[config.mk]
export PLATFORM = sky130hd
export DESIGN_NAME = zsd_diag
export DESIGN_NICKNAME = d
export VERILOG_FILES = /design/src/shared/zsd_pkg.sv /design/src/verilog/zsd_blinker.sv /design/src/verilog/zsd_diag.sv
export VERILOG_INCLUDE_DIRS = /design/src /design/src/shared
export SDC_FILE = /design/constraint.sdc
export NUM_CORES = 1
export LEC_CHECK = 0
export BUFFER_PORTS_ARGS = -buffer_cell sky130_fd_sc_hd__buf_2
export CAP_MARGIN = 0
export CORE_MARGIN = 2
export CORE_UTILIZATION = 35
export DETAILED_ROUTE_END_ITERATION = 8
export HOLD_SLACK_MARGIN = 0.02
export SLEW_MARGIN = 20
export SYNTH_ARGS = -nofsm -noshare
export SYNTH_HDL_FRONTEND = slang
export SYNTH_SLANG_ARGS = --single-unit
[constraint.sdc]
create_clock -name clk_i -period 6.8 [get_ports clk_i]
set_input_delay 1.36 -clock clk_i [delete_from_list [all_inputs] [get_ports clk_i]]
set_output_delay 1.36 -clock clk_i [all_outputs]
set_load 0.01 [all_outputs]
[src/shared/zsd_consts.svh]
// Timing and code constants of the zero-speed diagnostic block
`ifndef ZSD_CONSTS_SVH
`define ZSD_CONSTS_SVH
`define ZSD_CLK_HZ          200000000
`define ZSD_BLINK_MS        250
`define ZSD_BLINK_CYC       ((`ZSD_CLK_HZ / 1000) * `ZSD_BLINK_MS)
`define ZSD_PAUSE_SLOTS     4
`define ZSD_DIFF_MS         10000
`define ZSD_DIFF_CYC        ((`ZSD_CLK_HZ / 1000) * `ZSD_DIFF_MS)
`define ZSD_DELAY_MIN_MS    500
`define ZSD_DELAY_MAX_MS    20000
`define ZSD_DELAY_MS_W      15
`define ZSD_LAMP_OFF        2'h0
`define ZSD_LAMP_GREEN      2'h1
`define ZSD_LAMP_RED        2'h2
`define ZSD_LAMP_ORANGE     2'h3
`define ZSD_CODE_INT_A      3'h1
`define ZSD_CODE_SUPPLY     3'h2
`define ZSD_CODE_INT_B      3'h3
`define ZSD_CODE_SIMUL      3'h4
`define ZSD_CODE_INT_C      3'h5
`endif

[src/shared/zsd_pkg.sv]
// Types of the zero-speed diagnostic block
`default_nettype none
package zsd_pkg;
    typedef enum logic [2:0] {
        ZSD_SELFTEST,
        ZSD_STANDSTILL,
        ZSD_MOVEMENT,
        ZSD_RUNDOWN,
        ZSD_INT_ERR,
        ZSD_EXT_ERR,
        ZSD_OPEN_LINE
    } zsd_state_t;
    typedef logic [1:0] zsd_lamp_t;
endpackage
`default_nettype wire

[src/verilog/zsd_blinker.sv]
// Repeating blink-code generator for the power lamp
`default_nettype none
`include "zsd_consts.svh"
module zsd_blinker #(
    parameter int SLOT_CYC = `ZSD_BLINK_CYC
) (
    // Clock and reset
    input  wire logic       clk_i,
    input  wire logic       rst_b_i,
    // Code request, zero means idle
    input  wire logic [2:0] code_i,
    // Lamp phase
    output logic            lit_o
);
    if (SLOT_CYC < 1) begin : g_bad_slot
        $error("zsd_blinker: SLOT_CYC must be at least 1");
    end

    logic [31:0] slot_cnt_reg;
    logic [3:0]  slot_reg;
    logic [2:0]  code_reg;
    logic        tick;
    logic [3:0]  frame_len;

    assign tick      = (slot_cnt_reg == 32'(SLOT_CYC - 1));
    // Each pulse is one slot on, one slot off, then a pause closes the frame
    assign frame_len = 4'({code_reg, 1'b0}) + 4'(`ZSD_PAUSE_SLOTS);

    always_ff @(posedge clk_i or negedge rst_b_i) begin
        if (!rst_b_i) begin
            slot_cnt_reg <= 32'h0;
        end else if (tick || code_i != code_reg) begin
            slot_cnt_reg <= 32'h0;
        end else begin
            slot_cnt_reg <= slot_cnt_reg + 32'h1;
        end
    end

    always_ff @(posedge clk_i or negedge rst_b_i) begin
        if (!rst_b_i) begin
            code_reg <= 3'h0;
            slot_reg <= 4'h0;
        end else if (code_i != code_reg) begin
            // Restart the frame so a new code is never shown half-way
            code_reg <= code_i;
            slot_reg <= 4'h0;
        end else if (tick) begin
            slot_reg <= (slot_reg == frame_len - 4'h1) ? 4'h0 : slot_reg + 4'h1;
        end
    end

    always_ff @(posedge clk_i or negedge rst_b_i) begin
        if (!rst_b_i) begin
            lit_o <= 1'b0;
        end else begin
            lit_o <= (code_reg != 3'h0) && !slot_reg[0]
                     && (slot_reg < 4'({code_reg, 1'b0}));
        end
    end
endmodule
`default_nettype wire

[src/verilog/zsd_diag.sv]
// Zero-speed monitor diagnostics: state, lamps, status outputs, enable path
// How it works
// (RULE_01) Clean self-test or finished delay gives standstill: green lamps, path closed.
// (RULE_02) Motion: power lamp green, others off, enabling path open.
// (RULE_03) Below threshold the delay runs; standstill lamp flashes, path stays open.
// (RULE_04) Motor start drops all outputs; they return after standstill plus delay. Here the power lamp stays green and fault status stays high.
// (RULE_05) Status: both high at healthy standstill, motion low when moving, both low on fault.
// (RULE_06) Blinking error states: power lamp flashes red, other lamps off.
// (RULE_07) Internal errors blink codes 1, 3, 5 and latch until power cycle.
// (RULE_08) Supply out of range is an external error, blink code 2.
// (RULE_09) Single-channel signal is an external error, blink code 4.
// (RULE_10) Channel difference over 10 s from run-down blinks code 4, no fault.
// (RULE_11) Open measuring lines: steady orange power lamp, other lamps off.
// (RULE_12) DC motor shows the same orange; clears itself after DC shutdown.
// (RULE_13) Switch-on delay is selectable from 0.5 s up to 20 s.
// (RULE_14) Any true error keeps the enabling path open.
// (RULE_15) Blink codes repeat while the condition lasts.
`default_nettype none
`include "zsd_consts.svh"
module zsd_diag
    import zsd_pkg::*;
#(
    parameter int CLK_HZ   = `ZSD_CLK_HZ,
    parameter int DIFF_CYC = `ZSD_DIFF_CYC,
    parameter int SLOT_CYC = `ZSD_BLINK_CYC,
    parameter int MS_CYC   = CLK_HZ / 1000
) (
    // Clock and reset
    input  wire logic                       clk_i,
    input  wire logic                       rst_b_i,
    // Measurement front end, asynchronous
    input  wire logic                       selftest_done_i,
    input  wire logic                       selftest_fail_i,
    input  wire logic                       motion_a_i,
    input  wire logic                       motion_b_i,
    input  wire logic                       line_open_i,
    input  wire logic                       dc_detect_i,
    input  wire logic                       supply_bad_i,
    input  wire logic [1:0]                 int_err_kind_i,
    input  wire logic                       int_err_i,
    // Switch-on delay setting in milliseconds
    input  wire logic [`ZSD_DELAY_MS_W-1:0] delay_ms_i,
    // Lamps
    output zsd_pkg::zsd_lamp_t              power_state_lamp_o,
    output zsd_pkg::zsd_lamp_t              standstill_lamp_o,
    output logic                            param_lamp_low_o,
    output logic                            param_lamp_high_o,
    // Status outputs and enabling path
    output logic                            motion_status_output_o,
    output logic                            fault_status_output_o,
    output logic                            enable_path_o,
    output zsd_pkg::zsd_state_t             state_o
);
    if (MS_CYC < 1 || DIFF_CYC < 1 || SLOT_CYC < 1 || CLK_HZ < 1) begin : g_bad_timing
        $error("zsd_diag: timing parameters must be positive");
    end

    localparam int NSYNC = 10;

    // Two-stage synchronisers for all front-end levels
    logic [NSYNC-1:0] async_in;
    logic [NSYNC-1:0] sync1_reg;
    logic [NSYNC-1:0] sync2_reg;
    assign async_in = {selftest_done_i, selftest_fail_i, motion_a_i, motion_b_i,
                       line_open_i, dc_detect_i, supply_bad_i, int_err_kind_i,
                       int_err_i};

    genvar gi;
    generate
        for (gi = 0; gi < NSYNC; gi++) begin : g_sync
            always_ff @(posedge clk_i or negedge rst_b_i) begin
                if (!rst_b_i) begin
                    sync1_reg[gi] <= 1'b0;
                    sync2_reg[gi] <= 1'b0;
                end else begin
                    sync1_reg[gi] <= async_in[gi];
                    sync2_reg[gi] <= sync1_reg[gi];
                end
            end
        end
    endgenerate

    logic       st_done, st_fail, mov_a, mov_b, line_open, dc_det, supply_bad, int_err;
    logic [1:0] int_kind;
    assign {st_done, st_fail, mov_a, mov_b, line_open, dc_det, supply_bad, int_kind,
            int_err} = sync2_reg;

    logic motion_any;
    logic mismatch;
    assign motion_any = mov_a || mov_b;
    assign mismatch   = mov_a ^ mov_b;

    // Delay setting, clamped into the legal range
    logic [`ZSD_DELAY_MS_W-1:0] delay_ms;
    always_comb begin
        if (delay_ms_i < `ZSD_DELAY_MS_W'(`ZSD_DELAY_MIN_MS)) begin
            delay_ms = `ZSD_DELAY_MS_W'(`ZSD_DELAY_MIN_MS);   // [RULE_13]
        end else if (delay_ms_i > `ZSD_DELAY_MS_W'(`ZSD_DELAY_MAX_MS)) begin
            delay_ms = `ZSD_DELAY_MS_W'(`ZSD_DELAY_MAX_MS);   // [RULE_13]
        end else begin
            delay_ms = delay_ms_i;
        end
    end

    // Internal error latch: only a power-on reset clears it
    logic       int_latch_reg;
    logic       int_req_reg;
    logic [2:0] int_code_reg;
    // Kind bits are synchronised one by one, so they are read a cycle after the
    // request is first seen, once any skew between them has settled
    always_ff @(posedge clk_i or negedge rst_b_i) begin
        if (!rst_b_i) begin
            int_req_reg <= 1'b0;
        end else begin
            int_req_reg <= int_err || st_fail;
        end
    end

    always_ff @(posedge clk_i or negedge rst_b_i) begin
        if (!rst_b_i) begin
            int_latch_reg <= 1'b0;
            int_code_reg  <= 3'h0;
        end else if (!int_latch_reg && int_req_reg && (int_err || st_fail)) begin
            int_latch_reg <= 1'b1;                            // [RULE_07]
            case (int_kind)
                2'h0:    int_code_reg <= `ZSD_CODE_INT_A;
                2'h1:    int_code_reg <= `ZSD_CODE_INT_B;
                default: int_code_reg <= `ZSD_CODE_INT_C;
            endcase
        end
    end

    // Channel difference timer; a long mismatch is run-down, not a fault
    logic [31:0] diff_cnt_reg;
    logic        diff_long_reg;
    always_ff @(posedge clk_i or negedge rst_b_i) begin
        if (!rst_b_i) begin
            diff_cnt_reg  <= 32'h0;
            diff_long_reg <= 1'b0;
        end else if (!mismatch) begin
            diff_cnt_reg  <= 32'h0;
            diff_long_reg <= 1'b0;
        end else if (diff_cnt_reg >= 32'(DIFF_CYC - 1)) begin
            diff_long_reg <= 1'b1;                            // [RULE_10]
        end else begin
            diff_cnt_reg <= diff_cnt_reg + 32'h1;
        end
    end

    // Millisecond prescaler and switch-on delay counter
    zsd_state_t                 state_reg;
    logic [31:0]                ms_pre_reg;
    logic [`ZSD_DELAY_MS_W-1:0] ms_cnt_reg;
    logic                       ms_tick;
    assign ms_tick = (ms_pre_reg == 32'(MS_CYC - 1));

    always_ff @(posedge clk_i or negedge rst_b_i) begin
        if (!rst_b_i) begin
            ms_pre_reg <= 32'h0;
            ms_cnt_reg <= '0;
        end else if (state_reg != ZSD_RUNDOWN) begin
            ms_pre_reg <= 32'h0;
            ms_cnt_reg <= '0;
        end else if (ms_tick) begin
            ms_pre_reg <= 32'h0;
            ms_cnt_reg <= ms_cnt_reg + 1'b1;
        end else begin
            ms_pre_reg <= ms_pre_reg + 32'h1;
        end
    end

    logic delay_done;
    assign delay_done = ms_tick && (ms_cnt_reg + 1'b1 >= delay_ms);

    // External blinking error: supply, or a short mismatch
    logic ext_err;
    assign ext_err = supply_bad || (mismatch && !diff_long_reg);

    // Operating state
    zsd_state_t state_next;
    always_comb begin
        state_next = state_reg;
        if (int_latch_reg) begin
            state_next = ZSD_INT_ERR;                          // [RULE_07]
        end else if (state_reg == ZSD_SELFTEST && !st_done) begin
            state_next = ZSD_SELFTEST;
        end else if (ext_err) begin
            state_next = ZSD_EXT_ERR;                          // [RULE_08] [RULE_09]
        end else if (line_open || dc_det) begin
            state_next = ZSD_OPEN_LINE;                        // [RULE_11] [RULE_12]
        end else begin
            case (state_reg)
                // A motor already turning at power-up must never see the path close
                ZSD_SELFTEST: begin
                    state_next = motion_any ? ZSD_MOVEMENT : ZSD_STANDSTILL; // [RULE_01]
                end
                ZSD_STANDSTILL: begin
                    if (motion_any)
                        state_next = ZSD_MOVEMENT;             // [RULE_04]
                end
                ZSD_MOVEMENT: begin
                    if (!motion_any)
                        state_next = ZSD_RUNDOWN;              // [RULE_03]
                end
                ZSD_RUNDOWN: begin
                    if (motion_any)
                        state_next = ZSD_MOVEMENT;
                    else if (delay_done)
                        state_next = ZSD_STANDSTILL;           // [RULE_01] [RULE_04]
                end
                // Leaving an external error or open lines passes through run-down so the delay is honoured
                ZSD_EXT_ERR,
                ZSD_OPEN_LINE: state_next = motion_any ? ZSD_MOVEMENT : ZSD_RUNDOWN;
                default:       state_next = ZSD_INT_ERR;
            endcase
        end
    end

    always_ff @(posedge clk_i or negedge rst_b_i) begin
        if (!rst_b_i) begin
            state_reg <= ZSD_SELFTEST;
        end else begin
            state_reg <= state_next;
        end
    end

    // Blink code selection
    logic [2:0] blink_code;
    logic       blink_lit;
    logic       flash_lit;
    always_comb begin
        case (state_reg)
            ZSD_INT_ERR: blink_code = int_code_reg;
            ZSD_EXT_ERR: blink_code = supply_bad ? `ZSD_CODE_SUPPLY : `ZSD_CODE_SIMUL;
            default:     blink_code = (diff_long_reg && mismatch) ? `ZSD_CODE_SIMUL : 3'h0;
        endcase
    end

    zsd_blinker #(
        .SLOT_CYC (SLOT_CYC)
    ) u_blink (
        .clk_i   (clk_i),
        .rst_b_i (rst_b_i),
        .code_i  (blink_code),                                 // [RULE_15]
        .lit_o   (blink_lit)
    );

    // Plain one-pulse code gives the run-down flash of the standstill lamp
    zsd_blinker #(
        .SLOT_CYC (SLOT_CYC)
    ) u_flash (
        .clk_i   (clk_i),
        .rst_b_i (rst_b_i),
        .code_i  ((state_reg == ZSD_RUNDOWN) ? 3'h1 : 3'h0),
        .lit_o   (flash_lit)
    );

    // Registered outputs; any error keeps the path open
    always_ff @(posedge clk_i or negedge rst_b_i) begin
        if (!rst_b_i) begin
            power_state_lamp_o     <= `ZSD_LAMP_OFF;
            standstill_lamp_o      <= `ZSD_LAMP_OFF;
            param_lamp_low_o       <= 1'b0;
            param_lamp_high_o      <= 1'b0;
            motion_status_output_o <= 1'b0;
            fault_status_output_o  <= 1'b0;
            enable_path_o          <= 1'b0;
        end else begin
            param_lamp_low_o  <= 1'b0;
            param_lamp_high_o <= 1'b0;
            enable_path_o     <= (state_reg == ZSD_STANDSTILL);           // [RULE_02] [RULE_14]
            case (state_reg)
                ZSD_STANDSTILL: begin
                    power_state_lamp_o     <= (blink_code != 3'h0)
                                              ? (blink_lit ? `ZSD_LAMP_RED : `ZSD_LAMP_OFF)
                                              : `ZSD_LAMP_GREEN;         // [RULE_01] [RULE_10]
                    standstill_lamp_o      <= `ZSD_LAMP_GREEN;            // [RULE_01]
                    motion_status_output_o <= 1'b1;                       // [RULE_05]
                    fault_status_output_o  <= 1'b1;                       // [RULE_05]
                end
                ZSD_MOVEMENT,
                ZSD_RUNDOWN: begin
                    power_state_lamp_o     <= (blink_code != 3'h0)
                                              ? (blink_lit ? `ZSD_LAMP_RED : `ZSD_LAMP_OFF)
                                              : `ZSD_LAMP_GREEN;         // [RULE_02] [RULE_10]
                    standstill_lamp_o      <= (state_reg == ZSD_RUNDOWN && flash_lit)
                                              ? `ZSD_LAMP_GREEN : `ZSD_LAMP_OFF; // [RULE_03]
                    motion_status_output_o <= 1'b0;                       // [RULE_05]
                    fault_status_output_o  <= 1'b1;                       // [RULE_05]
                end
                ZSD_INT_ERR,
                ZSD_EXT_ERR: begin
                    power_state_lamp_o     <= blink_lit ? `ZSD_LAMP_RED : `ZSD_LAMP_OFF; // [RULE_06]
                    standstill_lamp_o      <= `ZSD_LAMP_OFF;              // [RULE_06]
                    motion_status_output_o <= 1'b0;                       // [RULE_05]
                    fault_status_output_o  <= 1'b0;                       // [RULE_05]
                end
                ZSD_OPEN_LINE: begin
                    power_state_lamp_o     <= `ZSD_LAMP_ORANGE;           // [RULE_11] [RULE_12]
                    standstill_lamp_o      <= `ZSD_LAMP_OFF;
                    motion_status_output_o <= 1'b0;
                    // DC operation is not a fault; an open line is
                    fault_status_output_o  <= dc_det && !line_open;       // [RULE_12]
                end
                default: begin
                    power_state_lamp_o     <= `ZSD_LAMP_OFF;
                    standstill_lamp_o      <= `ZSD_LAMP_OFF;
                    motion_status_output_o <= 1'b0;
                    fault_status_output_o  <= 1'b0;
                end
            endcase
        end
    end

    always_ff @(posedge clk_i or negedge rst_b_i) begin
        if (!rst_b_i) begin
            state_o <= ZSD_SELFTEST;
        end else begin
            state_o <= state_reg;
        end
    end
endmodule
`default_nettype wire
==> results of run 1 <==
critical path, cell delays in order:
cell,delay (ns)
buf_2,0.13
or4_1,0.52
nor3_1,0.45
inv_1,0.11
and2_1,0.20
nor2b_1,0.14
ha_1,0.31
nand4_1,0.10
a21oi_1,0.13
o21ai_0,0.12
a21oi_1,0.28
mux2_2,0.37
report_power, final:
group	internal, mW	total [mW]	switching [mW]
Combinational	0.0529	0.151	0.0982
Sequential	1.18	1.22	0.0366
Clock	0.490	0.957	0.467
layout by cell type (no fill, tap or decap), types with 17 or more instances in the layout:
master / Yosys / final
clkbuf_16: 0 / 17
xnor2_1: 55 / 55
buf_2: 14 / 34
ha_1: 29 / 29
and3_1: 27 / 27
a21oi_1: 49 / 49
nand2b_1: 18 / 18
inv_1: 29 / 29
nor3_1: 21 / 21
nor2_1: 152 / 152
xor2_1: 68 / 68
nand4_1: 34 / 34
o21ai_0: 22 / 22
nand3_1: 68 / 68
dfrtp_1: 193 / 193
nand2_1: 95 / 95
cells by family (layout without fill, tap and decap cells):
family                     after synthesis  count (layout)  share of synthesized area
buffers and inverters                   65             102                     0.0308
DFF                                    193             193                      0.480
and+or+nand+nor                        519             519                      0.268
AOI/OAI and AO/OA                      104             104                     0.0609
muxes                                   16              16                     0.0162
other                                    1               3                   0.000372
xor gates and xnor gates               123             123                      0.107
adders and majority gates               30              30                     0.0370
worst max path at each step:
stage	slack (ns)	to	from	depth (start not counted)
finish	2.90	state_reg[0]	delay_ms_i[14]	12
detailed placement	2.48	state_reg[0]	delay_ms_i[14]	12
floorplan	2.98	state_reg[0]	delay_ms_i[14]	11
global route	2.65	state_reg[0]	delay_ms_i[14]	12
CTS	2.92	state_reg[0]	delay_ms_i[14]	12
global placement	2.52	state_reg[0]	delay_ms_i[14]	12
per-stage QoR:
| stage | power (mW) | cell area [sq um] |
|---|---|---|
| global placement | 1.40 | 10600 |
| detailed placement | 1.40 | 10600 |
| finish | 2.33 | 11100 |
| CTS | 2.37 | 11100 |
| floorplan | 1.34 | 10100 |
| global route | 2.44 | 11100 |
layout make-up:
cell class                      count  area [sq um]
Tap cell                          384           480
Fill cell                        2908         17400
Inverter                           29           109
Multi-Input combinational cell    795          4940
Clock buffer                       18           439
Timing Repair Buffer               41           229
Sequential cell                   193          4830
Clock inverter                     14           118
routing by layer:
| metal | track usage | wire [um] | vias to the layer above | share of wire |
|---|---|---|---|---|
| li1 | - | - | 3701 | - |
| met1 | 0.191 | 9850 | 3544 | 0.50 |
| met2 | 0.219 | 8950 | 93 | 0.45 |
| met3 | 0.0259 | 584 | 19 | 0.030 |
| met4 | 0.0396 | 301 | 0 | 0.015 |
| met5 | 0 | 0 | - | 0 |
==> results.md, run 1 <==
- Status: complete, no violations
- # port buffers: 35
- Initial Util: 0.353
- Hold Crit Class: reg -> reg
- Main flop type after synthesis: dfrtp_1
- Hold Slack: approximately 0.35 ns
- Top cells by count, synth: dfrtp_1, nor2_1, nand2_1, nand3_1, xor2_1
- Maximum vdd drop: 0.000144 V
- Routed Antenna Nets: 0
- CP required: between 7 and 8 ns
- First drt pass iteration count: 4
- Post-Syn Area: around 10000 sq um
- Most frequent cell after synthesis: dfrtp_1
- Final Max Tran Viols: 0
- Mapped Cells: 1051
- Crit path launch type: input pin
- RSZ-0062 raised after global routing: no
- First-pass GRT wire length: 34.7 mm
- Total GRT Usage: 0.137
- Hold Path Stages: 0
- Drt total wl: 19.7 mm
- Crit path time final: 3.90 ns
- Drt first-iter violations: 485
- Nets: 1133
- Number of gates resized after CTS: 0
- Post-CTS setup buffer count: 0
- Post-synth ARST share: 1.00
- Hold path start: sync1_reg[7]
- Die width: about 170 um
- Die area: 30100 sq um
- LEAKAGE: between 4 and 5 nW
- Clk buf depth: 2
- Setup violators final: 0
- Fin cells: 1474
- Pin count of the biggest net entering global routing: 76
- Synth top area share: 0.480
- Number of synthesized flops with an enable pin: 0
- Largest cells by area after synthesis: dfrtp_1, xor2_1, nor2_1
- Crit path kind: in -> reg
- Layout Skew: 0.0120 ns
- Worst R2R Start: ms_cnt_reg[0]
- Dpl ws: 2.48 ns
- Hold endpoint: mov_a
- Vias after detailed routing: 7357
- Vias/cell: 4.99
- DR WL/cell: around 13 um
- Worst Path Arrival: between 4 and 5 ns
- Die Span Y: 174 um
- Register area share after synthesis: 0.480
- Vias in the first global route: slightly above 7000
- TNS Setup: 0 ns
- Yosys reg bits: between 150 and 200
- Antenna diode count: 0
- Residual DRC count: 0
- Synthesis Warnings: 0
- Root Buffer: clkbuf_16
- Avg Inst Size Synth: approximately 9.6 sq um
- Std cell rows: between 60 and 70
- Placed cell count: 1442
- Cell variety after synth: 71
- Initial antenna violation count: 0
- Grt ovf: 0
- Share of cells above drive strength 1: 0.0917
- Max cap viols: 0
- Hold Buf Count CTS: 0
- Global placement routability congestion: 0.790
- Core box area: 28500 sq um
- CP Capture Type: register
- Setup ws final: 2.90 ns
- Area grow syn2layout: 10.6%
- Reg clk slew, reported paths: 0.07 ns
- Max_slew headroom: 0.310
- R2R Setup Slk: 3.67 ns
- Total CTS buffers: 17
- Period utilization: 0.574
- H-tree Lvls: 4
- CP max FO: 6
- Fmax: about 260 MHz
- Final hold violation count: 0
- Reg2reg path depth: 12
- R2r endpoint: state_reg[0]
- Post-DP HPWL: 13.7 mm
- Worst Tran Pin Value: 1.03 ns
- # IOs: 39
- Area leader, netlist: dfrtp_1
- Pwr/cell area: 209 nW/um^2
- # clock sinks: 193
- Fin util: 0.390
- Skew-Pair Late Insertion Delay: around 0.43 ns
- CTS tree: built
Note: power is estimated with default switching activity, not from simulation.
==> inputs of run 2 (changes only) <==
--- a/config.mk
+++ b/config.mk
@@ -6,6 +6,7 @@
 export SDC_FILE = /design/constraint.sdc
 export NUM_CORES = 1
 export LEC_CHECK = 0
+export ABC_AREA = 1
 export BUFFER_PORTS_ARGS = -buffer_cell sky130_fd_sc_hd__buf_2
 export CAP_MARGIN = 0
 export CORE_MARGIN = 2
==> constraint.sdc (replaced) <==
create_clock -name clk_i -period 3.6 [get_ports clk_i]
set_input_delay 0.72 -clock clk_i [delete_from_list [all_inputs] [get_ports clk_i]]
set_output_delay 0.72 -clock clk_i [all_outputs]
set_load 0.01 [all_outputs]
==> run 2 against run 1 <==
  * Core utilization rose by 0.26 points
  * Non-clock buffer count rose by 2
  * Final cell count rose by 39%
  * Largest cell class unchanged
  * Synthesized cell count rose by 48%
  * Critical path type is now reg -> reg
  * Critical path depth rose by 6
  * Area after synthesis rose by 14%
==> results.md, run 2 <==
- Main flop type after synthesis: dfrtp_1
- H-tree Lvls: 4
- Mapped Cells: around 1600
- Crit path top cell by count: nand2_1
- CTS tree: built
- R2r endpoint: state_reg[0]
- CP Capture Type: register
- Hold Crit Class: in -> async
- Post-synth ARST share: 1.00
- # port buffers: 35
- Placed cell count: 2011
- Multi-input logic area: 5690 sq um
- Most frequent cells in the layout: nand2_1, nor2_1, dfrtp_1, inv_1, nand3_1
- Final hold violation count: 0
- Final Max Tran Viols: 0
- Grt ovf: 0
- R2R Setup Slk: 0.87 ns
- Initial Util: 0.354
- Root Buffer: clkbuf_16
- Reg2reg path depth: 18
- Number of synthesized flops with an enable pin: 0
- Crit path largest cell delay: 0.49 ns
- Drt first-iter violations: 826
- Post-CTS setup buffer count: 0
- Vias in the first global route: between 9000 and 10000
- Maximum vdd drop: 0.000334 V
- Top cells by count, synth: nand2_1, nor2_1, dfrtp_1, inv_1, nand3_1
- Post-DP HPWL: just over 20 mm
- Area grow syn2layout: 11.1%
- TNS Setup: 0 ns
- Initial antenna violation count: 0
- Worst Path Arrival: around 3.1 ns
- Post-Syn Area: 11400 sq um
- Clk buf depth: 2
- Period utilization: 0.758
- Largest cells by area after synthesis: dfrtp_1, nand2_1, nor2_1
- First-pass GRT wire length: 46.0 mm
- Buf+Inv Stages, Crit Path: 3
- Worst Tran Pin Value: 0.681 ns
- Critical Path Sink: state_reg[0]
- Vias after detailed routing: between 9000 and 10000
- Die width: about 180 um
- Std cell rows: 66
- # IOs: 39
- Fin cells: 2043
- RSZ-0062 raised after global routing: no
- Reg area: 4830 sq um
- Slowest CP cell: dfrtp_1
- Crit path launch type: register
- Most frequent cell after synthesis: nand2_1
- Fmax: 366 MHz
- Top delay family on crit path: simple AND/OR/NAND/NOR gates
- Residual DRC count: 0
- CP required: 3.98 ns
- Synthesis Warnings: 0
- Setup violators final: 0
- Area leader, netlist: dfrtp_1
- Crit path time final: 2.73 ns
- Pin count of the biggest net entering global routing: 83
- Pwr/cell area: 397 nW/um^2
- Global placement routability congestion: 0.905
- Vias/cell: 4.85
- Worst R2R Start: ms_cnt_reg[0]
- LEAKAGE: 5.60 nW
- Number of gates resized after CTS: 0
- DR WL/cell: around 13 um
- CP startpoint: ms_cnt_reg[0]
- Synth top area share: 0.422
- Crit path kind: reg -> reg
- Cell variety after synth: around 40
- Status: complete, no violations
- Fillers: 3399
- Antenna diode count: 0
- Drt total wl: between 20 and 30 mm
- CP Depth: 18
- Total GRT Usage: 0.167
- Reg clk slew, reported paths: 0.08 ns
- First drt pass iteration count: 7
- Core box area: about 32000 sq um
- Total power: approximately 5.0 mW
- Max cap viols: 0
- Final instance area: 12700 sq um
- Nets: 1644
- Layout Skew: 0.0158 ns
- Hold Buf Count CTS: 0
- # clock sinks: 193
- Skew-Pair Late Insertion Delay: 0.44 ns
- Yosys reg bits: 193
- CP cell instances: ha_1 -> nand3_1 -> inv_1 -> nand3_1 -> o21ai_0 -> inv_1 -> ha_1 -> nand2_1 -> inv_1 -> nand2_1 -> nand2_1 -> a21oi_1 -> nand3_1 -> nand2_1 -> nand2_1 -> nand2_1 -> nand2_1 -> nand2_1
- Routed Antenna Nets: 0
- CP max FO: 8
- Max_slew headroom: 0.546
- Share of cells above drive strength 1: 0.0650
- Total CTS buffers: 17
- Register area share after synthesis: 0.422
- Avg Inst Size Synth: roughly 7.4 sq um
- Post-Place Cell Area: between 10000 and 15000 sq um
- Die area: 34200 sq um
- Die Span Y: 185 um
- Commonest non-fill, non-tap cell in the layout: nand2_1
-- run 2: layer usage --
metal  track usage  vias to the layer above  routed length [um]
li1              -                     5015                   -
met1         0.235                     4649               13300
met2         0.266                      214               12200
met3        0.0275                       32                1020
met4        0.0429                        0                 342
met5             0                        -                   0
-- run 2: logic make-up (layout without fill, tap and decap cells) --
group | count (synthesis) | count (layout) | synth area share
other | 1 | 3 | 0.000328
buffers and inverters | 224 | 270 | 0.0813
DFF | 193 | 193 | 0.422
and+or+nand+nor | 930 | 930 | 0.352
adders and majority gates | 29 | 29 | 0.0317
xor gates and xnor gates | 94 | 94 | 0.0726
AOI/OAI and AO/OA | 82 | 82 | 0.0406
-- run 2: cell type report --
cell class / count / area share
Inverter: 195 / 0.0575
Clock buffer: 17 / 0.0334
Timing Repair Buffer: 43 / 0.0202
Clock inverter: 15 / 0.0181
Tap cell: 442 / 0.0435
Sequential cell: 193 / 0.380
Multi-Input combinational cell: 1138 / 0.448
-- run 2: metrics by stage --
step	utilization	setup WS, ns	hold slack [ns]
floorplan	-	1.03	0.331
global placement	0.373	0.556	0.332
detailed placement	0.373	0.511	0.337
CTS	0.393	0.877	0.322
global route	0.393	0.516	0.345
finish	0.393	0.871	0.308
-- run 2: how the worst min path moves through the flow --
stage                      start                   end  cells past startpoint
finish                   rst_b_i        ms_cnt_reg[10]                      1
detailed placement  sync1_reg[7]                 mov_a                      0
floorplan           sync1_reg[4]                dc_det                      0
global route             rst_b_i  standstill_lamp_o[0]                      1
CTS                      rst_b_i        ms_cnt_reg[10]                      1
global placement    sync1_reg[0]               int_err                      0
-- run 2: power breakdown --
part	internal, mW	switching (mW)	total (mW)	leakage, nW
clock network	1.15	0.963	2.11	0.319
registers	2.27	0.0894	2.36	2.59
logic	0.184	0.399	0.583	2.70
-- run 2: worst reg2reg max path, delay by kind of cell (launching register included) --
kind | cells | cell delay, ns
compound gates | 2 | 0.36
fa+ha+maj | 2 | 0.61
buf+inv | 3 | 0.27
flops | 1 | 0.49
simple gates | 11 | 0.94
